[src/rtl/chop_filter_regs.vh]
// constants for the chopped sinc filter timing core
`ifndef CHOP_FILTER_REGS_VH
`define CHOP_FILTER_REGS_VH
`define MCLK_PER_WORD 1024
`define DIV_WIDTH 10
`define DIV_MIN 10'h001
`define DIV_MAX 10'h3FF
`define DIV_RESET 10'h060
`define PH_SINC4 3'h4
`define PH_THIRD_ORDER_FILTER_SELECT 3'h3
`define DATA_WIDTH 24
`define SETTLE_CONVS 2'h2
`endif

[src/rtl/phase_timer.v]
// counts master clock enables in blocks of 1024 times the divider word
`timescale 1ns/1ps
`include "chop_filter_regs.vh"
module phase_timer (
  input wire clock,
  input wire rst,
  input wire restart,
  input wire mclkEn,
  input wire [9:0] divWord,
  input wire [2:0] phases,
  output reg phaseDone
);
  reg [9:0] subCnt_q;
  reg [9:0] wordCnt_q;
  reg [2:0] phCnt_q;
  wire [9:0] divEff = (divWord == 10'h000) ? `DIV_MIN : divWord;
  always @(posedge clock or posedge rst) begin
    if (rst) begin
      subCnt_q <= 10'h000;
      wordCnt_q <= 10'h000;
      phCnt_q <= 3'h0;
      phaseDone <= 1'b0;
    end else if (restart) begin
      subCnt_q <= 10'h000;
      wordCnt_q <= 10'h000;
      phCnt_q <= 3'h0;
      phaseDone <= 1'b0;
    end else begin
      phaseDone <= 1'b0;
      if (mclkEn) begin
        // one period is phases x 1024 x divider master clocks
        if (subCnt_q == 10'h3FF) begin
          subCnt_q <= 10'h000;
          if (wordCnt_q == divEff - 10'h001) begin
            wordCnt_q <= 10'h000;
            if (phCnt_q == phases - 3'h1) begin
              phCnt_q <= 3'h0;
              phaseDone <= 1'b1;
            end else begin
              phCnt_q <= phCnt_q + 3'h1;
            end
          end else begin
            wordCnt_q <= wordCnt_q + 10'h001;
          end
        end else begin
          subCnt_q <= subCnt_q + 10'h001;
        end
      end
    end
  end
endmodule // phase_timer

[src/rtl/chopped_sinc_filter_timing.v]
// timing core of the chopped sinc decimation filter
`timescale 1ns/1ps
`include "chop_filter_regs.vh"
module chopped_sinc_filter_timing (
  input wire clock,
  input wire rst,
  input wire mclkEn,
  input wire chopEnable,
  input wire third_order_filter_select,
  input wire notch_sixty_hz_select,
  input wire [9:0] rate_divider_word,
  input wire channelChange,
  input wire [23:0] sincResult,
  output reg modulatorReset,
  output reg filterReset,
  output reg polarityInvert,
  output reg resultValid,
  output reg [23:0] resultData,
  output reg settled,
  output reg notchSixtyActive
);
  localparam ST_RESET = 2'h0;
  localparam ST_FIRST = 2'h1;
  localparam ST_RUN = 2'h2;

  reg [1:0] state_q;
  reg [1:0] state_d;
  reg [1:0] sinceStart_q;
  reg [1:0] sinceStart_d;
  reg [23:0] prevSample_q;
  reg chop_q;
  reg order_q;
  reg [9:0] div_q;
  reg emit;
  wire phaseDone;
  wire cfgChange;
  wire newSeq;
  wire restart;
  wire running;
  wire periodEnd;
  wire [2:0] phases;

  // signed mean of two words; the carry bit keeps the sum from overflowing, and the half LSB is dropped
  function [23:0] average2;
    input [23:0] a;
    input [23:0] b;
    reg [24:0] s;
    begin
      s = {a[23], a} + {b[23], b};
      average2 = s[24:1];
    end
  endfunction

  // a zero divider word runs as one, so it never stalls the timer
  function [9:0] clampDiv;
    input [9:0] w;
    begin
      clampDiv = (w == 10'h000) ? `DIV_MIN : w;
    end
  endfunction

  // chop on pairs opposite-polarity words; chop off passes the word through
  function [23:0] pairOut;
    input chopOn;
    input [23:0] cur;
    input [23:0] prev;
    begin
      pairOut = chopOn ? average2(cur, prev) : cur;
    end
  endfunction

  // sinc4 uses four word-blocks per period, third_order_filter_select three; chop-off unclaimed here
  assign phases = order_q ? `PH_THIRD_ORDER_FILTER_SELECT : `PH_SINC4;
  // compared against the clamped word, or a zero word would restart forever
  assign cfgChange = (chopEnable != chop_q) || (third_order_filter_select != order_q)
    || (clampDiv(rate_divider_word) != div_q);
  assign newSeq = channelChange || cfgChange;
  assign restart = newSeq || (state_q == ST_RESET);
  assign running = (state_q == ST_FIRST) || (state_q == ST_RUN);
  assign periodEnd = phaseDone && running && !newSeq;

  phase_timer u_timer (
    .clock(clock),
    .rst(rst),
    .restart(restart),
    .mclkEn(mclkEn),
    .divWord(div_q),
    .phases(phases),
    .phaseDone(phaseDone)
  );

  // next sequence step; a new sequence overrides whatever was in flight
  always @* begin
    state_d = state_q;
    sinceStart_d = sinceStart_q;
    emit = 1'b0;
    if (newSeq) begin
      state_d = ST_FIRST;
      sinceStart_d = 2'h0;
    end else begin
      case (state_q)
        ST_RESET: begin
          state_d = ST_FIRST;
        end
        ST_FIRST: begin
          // two periods pass before the first averaged pair exists
          if (phaseDone) begin
            if (sinceStart_q == `SETTLE_CONVS - 2'h1) begin
              emit = 1'b1;
              state_d = ST_RUN;
            end else begin
              sinceStart_d = sinceStart_q + 2'h1;
            end
          end
        end
        ST_RUN: begin
          // steps are not detected: cadence continues, averaging lags two results
          emit = phaseDone;
        end
        default: begin
          state_d = ST_RESET;
        end
      endcase
    end
  end

  always @(posedge clock or posedge rst) begin
    if (rst) begin
      state_q <= ST_RESET;
      sinceStart_q <= 2'h0;
    end else begin
      state_q <= state_d;
      sinceStart_q <= sinceStart_d;
    end
  end

  // configuration copy, reloaded only when a new sequence starts
  always @(posedge clock or posedge rst) begin
    if (rst) begin
      chop_q <= 1'b0;
      order_q <= 1'b0;
      div_q <= `DIV_RESET;
    end else if (newSeq) begin
      chop_q <= chopEnable;
      order_q <= third_order_filter_select;
      div_q <= clampDiv(rate_divider_word);
    end
  end

  // both resets held during rst and pulsed once per new sequence
  always @(posedge clock or posedge rst) begin
    if (rst) begin
      modulatorReset <= 1'b1;
      filterReset <= 1'b1;
    end else begin
      modulatorReset <= newSeq;
      filterReset <= newSeq;
    end
  end

  always @(posedge clock or posedge rst) begin
    if (rst) begin
      polarityInvert <= 1'b0;
    end else if (newSeq) begin
      polarityInvert <= 1'b0;
    end else if (periodEnd && chop_q) begin
      polarityInvert <= ~polarityInvert;
    end
  end

  // the word of the period just ended waits here for its opposite-polarity partner
  always @(posedge clock or posedge rst) begin
    if (rst) begin
      prevSample_q <= 24'h000000;
    end else if (periodEnd) begin
      prevSample_q <= sincResult;
    end
  end

  always @(posedge clock or posedge rst) begin
    if (rst) begin
      resultValid <= 1'b0;
      resultData <= 24'h000000;
      settled <= 1'b0;
    end else begin
      resultValid <= emit;
      if (emit) begin
        resultData <= pairOut(chop_q, sincResult, prevSample_q);
      end
      if (newSeq) begin
        settled <= 1'b0;
      end else if (emit) begin
        settled <= 1'b1;
      end
    end
  end

  // the notch select is only registered onto notchSixtyActive; period counting ignores it
  always @(posedge clock or posedge rst) begin
    if (rst) begin
      notchSixtyActive <= 1'b0;
    end else begin
      notchSixtyActive <= notch_sixty_hz_select;
    end
  end
endmodule // chopped_sinc_filter_timing

[config.mk]
export PLATFORM = sky130hd
export DESIGN_NAME = chopped_sinc_filter_timing
export DESIGN_NICKNAME = d
export VERILOG_FILES = /design/src/rtl/phase_timer.v /design/src/rtl/chopped_sinc_filter_timing.v
export VERILOG_INCLUDE_DIRS = /design/src /design/src/rtl
export SDC_FILE = /design/constraint.sdc
export NUM_CORES = 1
export LEC_CHECK = 0
export ABC_CLOCK_PERIOD_IN_PS = 9600
export BUFFER_PORTS_ARGS = -buffer_cell sky130_fd_sc_hd__clkbuf_2
export CAP_MARGIN = 20
export CORE_MARGIN = 1
export CORE_UTILIZATION = 59
export CTS_BUF_LIST = sky130_fd_sc_hd__clkbuf_4
export DETAILED_ROUTE_END_ITERATION = 6
export PLACE_DENSITY = 0.81
export SETUP_SLACK_MARGIN = 0.02
export SLEW_MARGIN = 25
export SYNTH_ARGS = -nofsm -noshare
export SYNTH_HDL_FRONTEND = slang
export SYNTH_SLANG_ARGS = --single-unit
[constraint.sdc]
create_clock -name clock -period 9.6 [get_ports clock]
set_clock_uncertainty 0.05 [all_clocks]
set_input_delay 1.92 -clock clock [delete_from_list [all_inputs] [get_ports clock]]
set_output_delay 1.92 -clock clock [all_outputs]
set_load 0.02 [all_outputs]
==> metrics.yaml, run 1 <==
yosys:
  syn_inst: 585
  synth-edff-count: 0
  syn_area_per_cell_um2: 9.67
  synth_ff_type: "dfrtp_1"
  synth.distinct_cells: 63
  synth_warnings: 0
  ys_seq_area_share_pct: 41.2
  ys_seq_elements: 93
  synth_area_mm2: 0.00565
  ys_async_sr_fraction_pct: 100
  synth_nets: 659
clock_tree:
  hold_buffers: 0
  post_cts_buffers: 0
  clockBufferDepth: 2
  numCtsBuffers: 9
  root_buffer: "clkbuf_4"
  h-tree-depth: 3
  cts_num_sinks: 93
  clk_pin_slew_worst_paths_ns: 0.17
  cts_tree: "done"
  cts_resized: 0
  clk_latency_ns: 0.46
timing:
  slew_viol_final: 0
  max_slew_margin_pct: 41.8
  fin_crit_sh_pct: 43.9
  fmax_mhz: 238
  finalSetupViolCount: 0
  layout_setup_ws_ns: 5.39
  finalHoldViolations: 0
  period_minus_slack_ns: 4.21
  rsz0062_at_grt: "false"
  fin_hold_ws_ns: 0.445
  worstMarginPinSlew_ns: 0.873
  tns_ns: 0
worst_setup_path:
  cp.required_ns: 9.92
  arrival_ns: 4.53
  crit_type: "in -> reg"
  critPathCapture: "resultData[21]$_DFFE_PP0P_"
  endpoint_kind: "flip-flop"
  r2r_cells: 11
  regToRegSetupSlack_ns: 5.56
  r2r-start: "div_q[0]$_DFFE_PP0P_"
  crit_path_start: "sincResult[10]"
  timing.rr.end: "u_timer.phCnt_q[2]$_DFFE_PP0P_"
  startpoint_type: "input port"
  cp_max_fo: 5
placement:
  hpwlAfterDp_mm: 8.67
  place_congestion: 0.842
  io_buffers: 70
  dp.cells: 756
  dp_slack_ns: 4.94
die:
  die_h_um: 99.9
  die_area_mm2: 0.00998
  pin_count: 71
  initial_core_util_pct: 61.2
  fp.dieW_um: 99.9
  core-area_mm2: 0.00924
  row_count: 35
detailed_routing:
  drc: 0
  drt_first_pass_iters: 4
  drtIter0Drc: 236
  drtAntennaViolNets: 0
  vias: 4521
  wl_per_cell_um: 15.5
  postRouteWirelength_mm: 12.0
  viasPerCell: 5.86
finish:
  diodes: 0
  syn2layout_area_growth_pct: 9.91
  drive_gt1_share_pct: 20.5
  final_nets: 712
  final_cell_count_no_fill: 772
min_path:
  whs_path_depth: 2
  hp-class: "reg -> reg"
global_routing:
  grt_pass1_wl_mm: 20.7
  grt_overflow: 0
  grt_pass1_vias: 4601
  grt_antenna_before_repair: 0
  grt_max_degree: 72
  grt_use_total_pct: 25.7
power_and_ir_drop:
  peakVddDrop_mv: 0.0625
  power_leakage_nw: 3.01
  power_density_mw_per_mm2: 110
job:
  maxCapViolCount: 0
run_status:
  status: "finished clean"
power by group:
group,switching [W],leakage (nW),internal [W]
clock network,0.000140,0.0744,0.0000826
registers,0.00000456,1.25,0.000395
logic,0.0000387,1.68,0.0000260
cell type report:
| class | count | area, µm² |
|---|---|---|
| multi-input combinational | 443 | 3140 |
| fill | 719 | 3030 |
| sequential | 93 | 2330 |
| timing repair buffer | 74 | 380 |
| tap | 129 | 161 |
| clock buffer | 10 | 75.1 |
| inverter | 17 | 65.1 |
| clock inverter | 6 | 63.8 |
worst max-delay path: stages:
cell and delay [ns]:
clkbuf_2 0.11, ha_1 0.36, a21o_1 0.25, a31o_2 0.23, a211o_1 0.26, a221o_1 0.39
a311oi_1 0.43, o21ai_1 0.17, mux2i_1 0.14, a211o_1 0.26
layout by cell type (no fill, tap or decap), types with 3 or more instances in the layout:
cell | synthesis | final
mux2i_1 | 17 | 17
and3_1 | 10 | 10
o21ai_1 | 9 | 9
dfrtp_1 | 90 | 90
xnor2_1 | 20 | 20
a31oi_1 | 3 | 3
clkbuf_4 | 0 | 10
nor3_1 | 12 | 12
or3_1 | 6 | 6
nor4_1 | 6 | 6
buf_4 | 1 | 4
nor3b_1 | 8 | 8
o21ai_0 | 27 | 27
nand4_1 | 6 | 6
nand2_1 | 52 | 52
a211o_1 | 7 | 7
a21oi_1 | 45 | 45
a211oi_1 | 5 | 5
clkbuf_2 | 0 | 70
o211ai_1 | 4 | 4
ha_1 | 32 | 32
dfstp_2 | 3 | 3
mux2_2 | 25 | 25
and4_1 | 3 | 3
nor2_1 | 39 | 39
o31a_1 | 3 | 3
nand3b_1 | 6 | 6
a21o_1 | 11 | 11
nand3_1 | 14 | 14
nor2b_1 | 7 | 7
nand2b_1 | 5 | 5
inv_1 | 16 | 15
xor2_1 | 25 | 25
per-layer routing:
metal / part of all wire [%] / GRT usage [%] / up-vias
li1: - / - / 2199
met1: 44 / 33.1 / 2172
met2: 50 / 43.8 / 125
met3: 4.0 / 3.69 / 25
met4: 1.8 / 10.6 / 0
met5: 0 / 0 / -
kinds of logic (layout without fill, tap and decap cells):
group | Yosys count | in the layout | share of synthesized area (%)
simple gates | 193 | 193 | 18.8
compound gates | 130 | 130 | 14.2
flops | 93 | 93 | 41.2
buf+inv | 49 | 107 | 3.39
xor+xnor | 45 | 45 | 6.97
mux | 42 | 42 | 7.99
fa+ha+maj | 33 | 33 | 7.44
per-stage QoR:
stage | area, µm² | power, W | util (%)
final | 6210 | 0.000687 | 67.3
after global routing | 6210 | 0.000714 | 67.3
after CTS | 6210 | 0.000689 | 67.3
after detailed placement | 6080 | 0.000472 | 65.8
after global placement | 6080 | 0.000469 | 65.8
after floorplan | 5650 | 0.000449 | -
synth_stat cells (2+ instances only):
cell type  count  area, µm²
o21ai_0       27        135
a311oi_1       2       17.5
a2111oi_0      2       17.5
buf_2          3       15.0
a211o_1        7       61.3
dfrtp_1       90       2250
o211ai_1       4       30.0
nand3b_1       6       45.0
mux2i_1       17        170
ha_1          32        400
nand2b_1       5       31.3
xnor2_1       20        175
o21ai_1        9       45.0
nor3_1        12       60.1
a21o_1        11       82.6
mux2_2        25        282
or3_1          6       37.5
and4_1         3       26.3
or4_1          2       15.0
a211oi_1       5       37.5
and3_1        10       62.6
a31o_2         2       17.5
nor2b_1        7       43.8
o31a_1         3       26.3
or3b_1         2       17.5
nand3_1       14       70.1
or2_2          2       12.5
nor4_4         2       42.5
nor3b_1        8       60.1
inv_1         16       60.1
nor2_1        39        146
nor4_1         6       37.5
a31oi_1        3       18.8
clkbuf_1      27        101
xor2_1        25        219
or4_4          2       22.5
a21oi_1       45        225
dfstp_2        3       78.8
nand4_1        6       37.5
nand2_1       52        195
how the worst min path moves through the flow:
stage,from,slack [ns],to
final,resultData[0]$_DFFE_PP0P_,0.45,resultData[0]$_DFFE_PP0P_
after global routing,settled$_DFFE_PP0P_,0.48,settled$_DFFE_PP0P_
after CTS,resultData[0]$_DFFE_PP0P_,0.46,resultData[0]$_DFFE_PP0P_
after detailed placement,resultData[0]$_DFFE_PP0P_,0.42,resultData[0]$_DFFE_PP0P_
after global placement,resultData[15]$_DFFE_PP0P_,0.41,resultData[15]$_DFFE_PP0P_
after floorplan,prevSample_q[18]$_DFFE_PP0P_,0.43,prevSample_q[18]$_DFFE_PP0P_
registers in the layout (all words and copies together), names as in the netlist, 2 cells and up:
signal,flops
prevSample_q,24
resultData,24
div_q,10
u_timer.subCnt_q,10
u_timer.wordCnt_q,10
u_timer.phCnt_q,3
sinceStart_q,2
state_q,2
(Power assumes the default switching activity.)
==> inputs of run 2 (changes only) <==
Settings changed: ABC_CLOCK_PERIOD_IN_PS 9600 to 4100.
Clock period 9.6 ns to 4.1 ns, I/O delays scaled along.
==> run 2 against run 1 <==
Effect of this change:
- sequential cell count unchanged
- clock power up 120%
- first-iteration DRC count down 24%
- clock-buffer cell count down 1
- via count down 1.7%
- global-route usage down 0.44 points
- setup slack worse by 5.0 ns
- critical path type is now reg -> reg
==> metrics.yaml, run 2 (same netlist as run 1, synthesis figures left out) <==
run_status:
  status: "finished clean"
clock_tree:
  clk_latency_ns: 0.43
  root_buffer: "clkbuf_4"
  cts_tree: "done"
  post_cts_buffers: 0
  numCtsBuffers: 9
  hold_buffers: 0
  clk_pin_slew_worst_paths_ns: 0.15
  cts_num_sinks: 93
  h-tree-depth: 3
  clockBufferDepth: 2
  cts_resized: 0
die:
  fp.dieW_um: 99.9
  die_h_um: 99.9
  core-area_mm2: 0.00924
  die_area_mm2: 0.00998
  pin_count: 71
  row_count: 35
  initial_core_util_pct: 61.2
min_path:
  hp-class: "in -> async"
detailed_routing:
  viasPerCell: 5.75
  highest_layer: "met4"
  wl_met3_um: 408
  wl_met1_mm: 5.28
  drc: 0
  postRouteWirelength_mm: 12.0
  wl_per_cell_um: 15.5
  drt_first_pass_iters: 4
  drtAntennaViolNets: 0
  wl_met2_mm: 6.03
  vias: 4445
  drtIter0Drc: 180
worst_setup_path:
  critical_path.top_delay_family: "simple AND/OR/NAND/NOR gates"
  cp_max_fo: 6
  slowest_stage: "or4_4"
  timing.rr.end: "u_timer.phCnt_q[2]$_DFFE_PP0P_"
  r2r-start: "div_q[0]$_DFFE_PP0P_"
  cp.required_ns: 4.40
  regToRegSetupSlack_ns: 0.43
  endpoint_kind: "flip-flop"
  crit_type: "reg -> reg"
  path_buf_inv: 0
  startpoint_type: "flip-flop"
  slowest_delay_ns: 0.60
  r2r_cells: 11
  crit_path_frequent_cell: "nor4_4"
  path_cells: "or4_4 > nor4_4 > nor2_1 > ha_1 > xnor2_1 > a211oi_1 > nand4b_4 > nor4_4 > nand2_2 > or4b_1 > a21oi_1"
  arrival_ns: 3.98
finish:
  drive_gt1_share_pct: 20.7
  multi_input_area_mm2: 0.00314
  final_cell_count_no_fill: 773
  final_nets: 713
  seq_area_mm2: 0.00233
  top_regs: "prevSample_q (24), resultData (24)"
  syn2layout_area_growth_pct: 10.2
  final_cell_mix: "dfrtp_1, clkbuf_2, nand2_1, a21oi_1, nor2_1"
  layout_commonest_cell: "dfrtp_1"
  diodes: 0
  filler_cell_count: 730
  post-route-util_pct: 67.4
job:
  maxCapViolCount: 0
global_routing:
  grt_max_degree: 94
  grt_pass1_vias: 4447
  grt_antenna_before_repair: 0
  grt_overflow: 0
  grt_use_total_pct: 25.3
  grt_pass1_wl_mm: 20.2
power_and_ir_drop:
  power_leakage_nw: 3.02
  switching_power_w: 0.000415
  peakVddDrop_mv: 0.135
  power.internal_w: 0.00117
  p_comb_share_pct: 9.7
  swShare_pct: 26.2
  seq_power_share_pct: 59.0
  power_density_mw_per_mm2: 255
  clockPowerShare_pct: 31.3
timing:
  max_slew_margin_pct: 46.0
  finalHoldViolations: 0
  period_minus_slack_ns: 3.67
  slew_viol_final: 0
  fmax_mhz: 272
  finalSetupViolCount: 0
  rsz0062_at_grt: "false"
  tns_ns: 0
  fin_crit_sh_pct: 89.6
  worstMarginPinSlew_ns: 0.810
placement:
  dp.cells: 757
  io_buffers: 70
  place_congestion: 0.862
  hpwlAfterDp_mm: 8.71
## run 2: cell types whose count changed in the layout (fill, tap and decap cells not counted)
cell and delta:
buf_12 +1, clkinvlp_4 -1, clkinv_4 +1, inv_6 -1
clkbuf_4 -1, clkinv_2 +2
## run 2: final cells by class
type | instances | share of cell area (%)
Sequential cell | 93 | 37.4
Timing Repair Buffer | 75 | 6.43
Tap cell | 129 | 2.59
Inverter | 17 | 1.04
Clock inverter | 7 | 1.06
Clock buffer | 9 | 1.08
Multi-Input combinational cell | 443 | 50.4
## run 2: worst max-delay path by stage
stage / slack, ns / endpoint / startpoint / cells past startpoint
after CTS: 0.42 / u_timer.phCnt_q[2]$_DFFE_PP0P_ / div_q[0]$_DFFE_PP0P_ / 11
final: 0.43 / u_timer.phCnt_q[2]$_DFFE_PP0P_ / div_q[0]$_DFFE_PP0P_ / 11
after global placement: 0.62 / resultData[21]$_DFFE_PP0P_ / sincResult[10] / 10
after floorplan: 0.74 / u_timer.phCnt_q[2]$_DFFE_PP0P_ / div_q[0]$_DFFE_PP0P_ / 11
after detailed placement: 0.46 / u_timer.phCnt_q[2]$_DFFE_PP0P_ / div_q[0]$_DFFE_PP0P_ / 11
after global routing: 0.27 / u_timer.phCnt_q[2]$_DFFE_PP0P_ / div_q[0]$_DFFE_PP0P_ / 11
## run 2: worst reg2reg max path, delay by kind of cell, from the launching register on
family / cells / cell delay (ns)
AO/OA/AOI/OAI: 2 / 0.53
adder cells (fa/ha/maj): 1 / 0.32
XOR/XNOR: 1 / 0.13
flip-flops: 1 / 0.47
AND/OR/NAND/NOR: 7 / 2.12
## run 2: stage by stage
stage | cell area [µm²] | power [W] | setup WS, ns | hold WS (ns)
after global routing | 6230 | 0.00166 | 0.273 | 0.402
after CTS | 6230 | 0.00161 | 0.423 | 0.407
after global placement | 6100 | 0.00110 | 0.620 | 0.410
after floorplan | 5650 | 0.00105 | 0.740 | 0.435
after detailed placement | 6100 | 0.00111 | 0.459 | 0.423
final | 6230 | 0.00159 | 0.428 | 0.382
## run 2: per-layer routing
layer,vias up,GRT usage (%)
li1,2197,-
met1,2129,32.2
met2,95,43.9
met3,24,3.27
met4,0,9.95
met5,-,0
## run 2: power groups by stage
stage | Sequential (W) | Combinational [W] | Clock, W
floorplan | 0.000950 | 0.000102 | 0
global placement | 0.000952 | 0.000149 | 0
detailed placement | 0.000952 | 0.000154 | 0
CTS | 0.000935 | 0.000155 | 0.000519
global route | 0.000937 | 0.000172 | 0.000554
finish | 0.000935 | 0.000154 | 0.000496
==> inputs of run 3 (changes only) <==
Settings changed: CORE_ASPECT_RATIO set to 0.5, REMOVE_ABC_BUFFERS set to 1.
==> run 3 against run 2 <==
Effect of this change:
- first-iteration DRC count fell by 10%
- setup slack improved by 0.12 ns
- wire length shrank 2.3%
- sequential cell count did not move
- via count decreased by 0.45%
- non-clock buffer count up 2
- critical path depth stayed put
- register-to-register slack improved by 0.12 ns
- sequential power about the same
==> metrics.yaml, run 3 (same netlist as run 1, synthesis figures left out) <==
run_status:
  status: "finished clean"
placement:
  place_congestion: 0.894
  dp.cells: 747
  io_buffers: 70
  placed_area_mm2: 0.00608
  hpwlAfterDp_mm: 8.41
clock_tree:
  cts_num_sinks: 93
  root_buffer: "clkbuf_4"
  numCtsBuffers: 9
  hold_buffers: 0
  cts_resized: 0
  h-tree-depth: 3
  clockBufferDepth: 2
  post_cts_buffers: 0
  clk_pin_slew_worst_paths_ns: 0.14
  cts_tree: "done"
  clk_latency_ns: 0.46
timing:
  period_minus_slack_ns: 3.55
  worstMarginPinSlew_ns: 0.821
  finalHoldViolations: 0
  fin_crit_sh_pct: 86.6
  finalSetupViolCount: 0
  tns_ns: 0
  slew_viol_final: 0
  rsz0062_at_grt: "false"
  max_slew_margin_pct: 45.2
  fmax_mhz: 282
  fin_hold_ws_ns: 0.414
worst_setup_path:
  slowest_stage: "or4_4"
  slowest_delay_ns: 0.60
  r2r_cells: 11
  regToRegSetupSlack_ns: 0.55
  cp.required_ns: 4.43
  r2r-start: "div_q[0]$_DFFE_PP0P_"
  crit_path_frequent_cell: "nor4_4"
  arrival_ns: 3.88
  crit_type: "reg -> reg"
  endpoint_kind: "flip-flop"
  timing.rr.end: "u_timer.phCnt_q[2]$_DFFE_PP0P_"
  path_cells: "or4_4 > nor4_4 > nor2_1 > ha_1 > xnor2_1 > a211oi_1 > nand4b_4 > nor4_4 > nand2_2 > or4b_1 > a21oi_1"
  cp_max_fo: 6
  startpoint_type: "flip-flop"
die:
  initial_core_util_pct: 62.8
  row_count: 24
  die_h_um: 71.2
  core-area_mm2: 0.00901
  fp.dieW_um: 140
  pin_count: 71
  die_area_mm2: 0.0100
detailed_routing:
  drtIter0Drc: 162
  drt_first_pass_iters: 4
  drtAntennaViolNets: 0
  postRouteWirelength_mm: 11.7
  wl_per_cell_um: 15.3
  viasPerCell: 5.80
  vias: 4425
  drc: 0
global_routing:
  grt_max_degree: 61
  grt_antenna_before_repair: 0
  grt_pass1_vias: 4335
  grt_pass1_wl_mm: 19.9
  grt_use_total_pct: 25.1
  grt_overflow: 0
power_and_ir_drop:
  power_leakage_nw: 3.06
  peakVddDrop_mv: 0.151
  power_density_mw_per_mm2: 281
finish:
  filler_cell_count: 704
  syn2layout_area_growth_pct: 11.2
  final_cell_mix: "dfrtp_1, clkbuf_2, nand2_1, a21oi_1, nor2_1"
  design_area_mm2: 0.00629
  final_nets: 715
  diodes: 0
  top_regs: "prevSample_q (24), resultData (24)"
  drive_gt1_share_pct: 20.9
  layout_commonest_cell: "dfrtp_1"
  final_cell_count_no_fill: 763
job:
  maxCapViolCount: 0
min_path:
  min_to: "div_q[6]$_DFFE_PP1P_"
  min_from: "rate_divider_word[6]"
  hp-class: "in -> reg"
  whs_path_depth: 1
## run 3: changes by cell type in the layout (fill, tap and decap cells not counted), sizes merged
cell and change:
inv +1, buf +2, bufinv +3, clkinv -4
## run 3: critical path, delay by kind of cell, from the launching register on
kind | cells | cell delay (ns)
compound gates | 2 | 0.49
flops | 1 | 0.47
fa+ha+maj | 1 | 0.30
simple gates | 7 | 2.03
xor+xnor | 1 | 0.12
## run 3: report_power, final
part	switching (W)	internal [W]
clock	0.000316	0.000368
sequential	0.0000106	0.000925
combinational	0.0000894	0.0000614
## run 3: worst max path at each step
stage	startpoint	to	slack [ns]	cells after the start
after CTS	div_q[0]$_DFFE_PP0P_	u_timer.phCnt_q[2]$_DFFE_PP0P_	0.52	11
after global routing	div_q[0]$_DFFE_PP0P_	u_timer.phCnt_q[2]$_DFFE_PP0P_	0.31	11
after global placement	sincResult[10]	resultData[21]$_DFFE_PP0P_	0.63	10
final	div_q[0]$_DFFE_PP0P_	u_timer.phCnt_q[2]$_DFFE_PP0P_	0.55	11
after floorplan	chop_q$_DFFE_PP0P_	resultData[17]$_DFFE_PP0P_	-0.52	9
after detailed placement	div_q[0]$_DFFE_PP0P_	u_timer.phCnt_q[2]$_DFFE_PP0P_	0.56	11
## run 3: per-stage QoR
step	setup slack [ns]	util, %	power, W
floorplan	-0.520	-	0.00105
global placement	0.635	67.5	0.00110
detailed placement	0.557	67.5	0.00110
CTS	0.522	69.8	0.00178
global route	0.311	69.8	0.00183
finish	0.549	69.8	0.00177
## run 3: layout make-up
cell class	instances	area (µm²)	area share [%]
well taps	117	146	2.33
clock buffers	9	67.6	1.07
repair buffers	77	403	6.41
flip-flops and latches	93	2330	37.1
clock inverters	7	138	2.19
inverters	17	66.3	1.05
multi-input cells	443	3140	49.9
## run 3: metal layers
| metal | GRT usage (%) | up-vias | part of all wire, % |
|---|---|---|---|
| met5 | 0 | - | 0 |
| met4 | 6.96 | 0 | 1.5 |
| met3 | 5.35 | 19 | 3.6 |
| met2 | 44.3 | 81 | 49 |
| met1 | 31.7 | 2125 | 46 |
| li1 | - | 2200 | - |
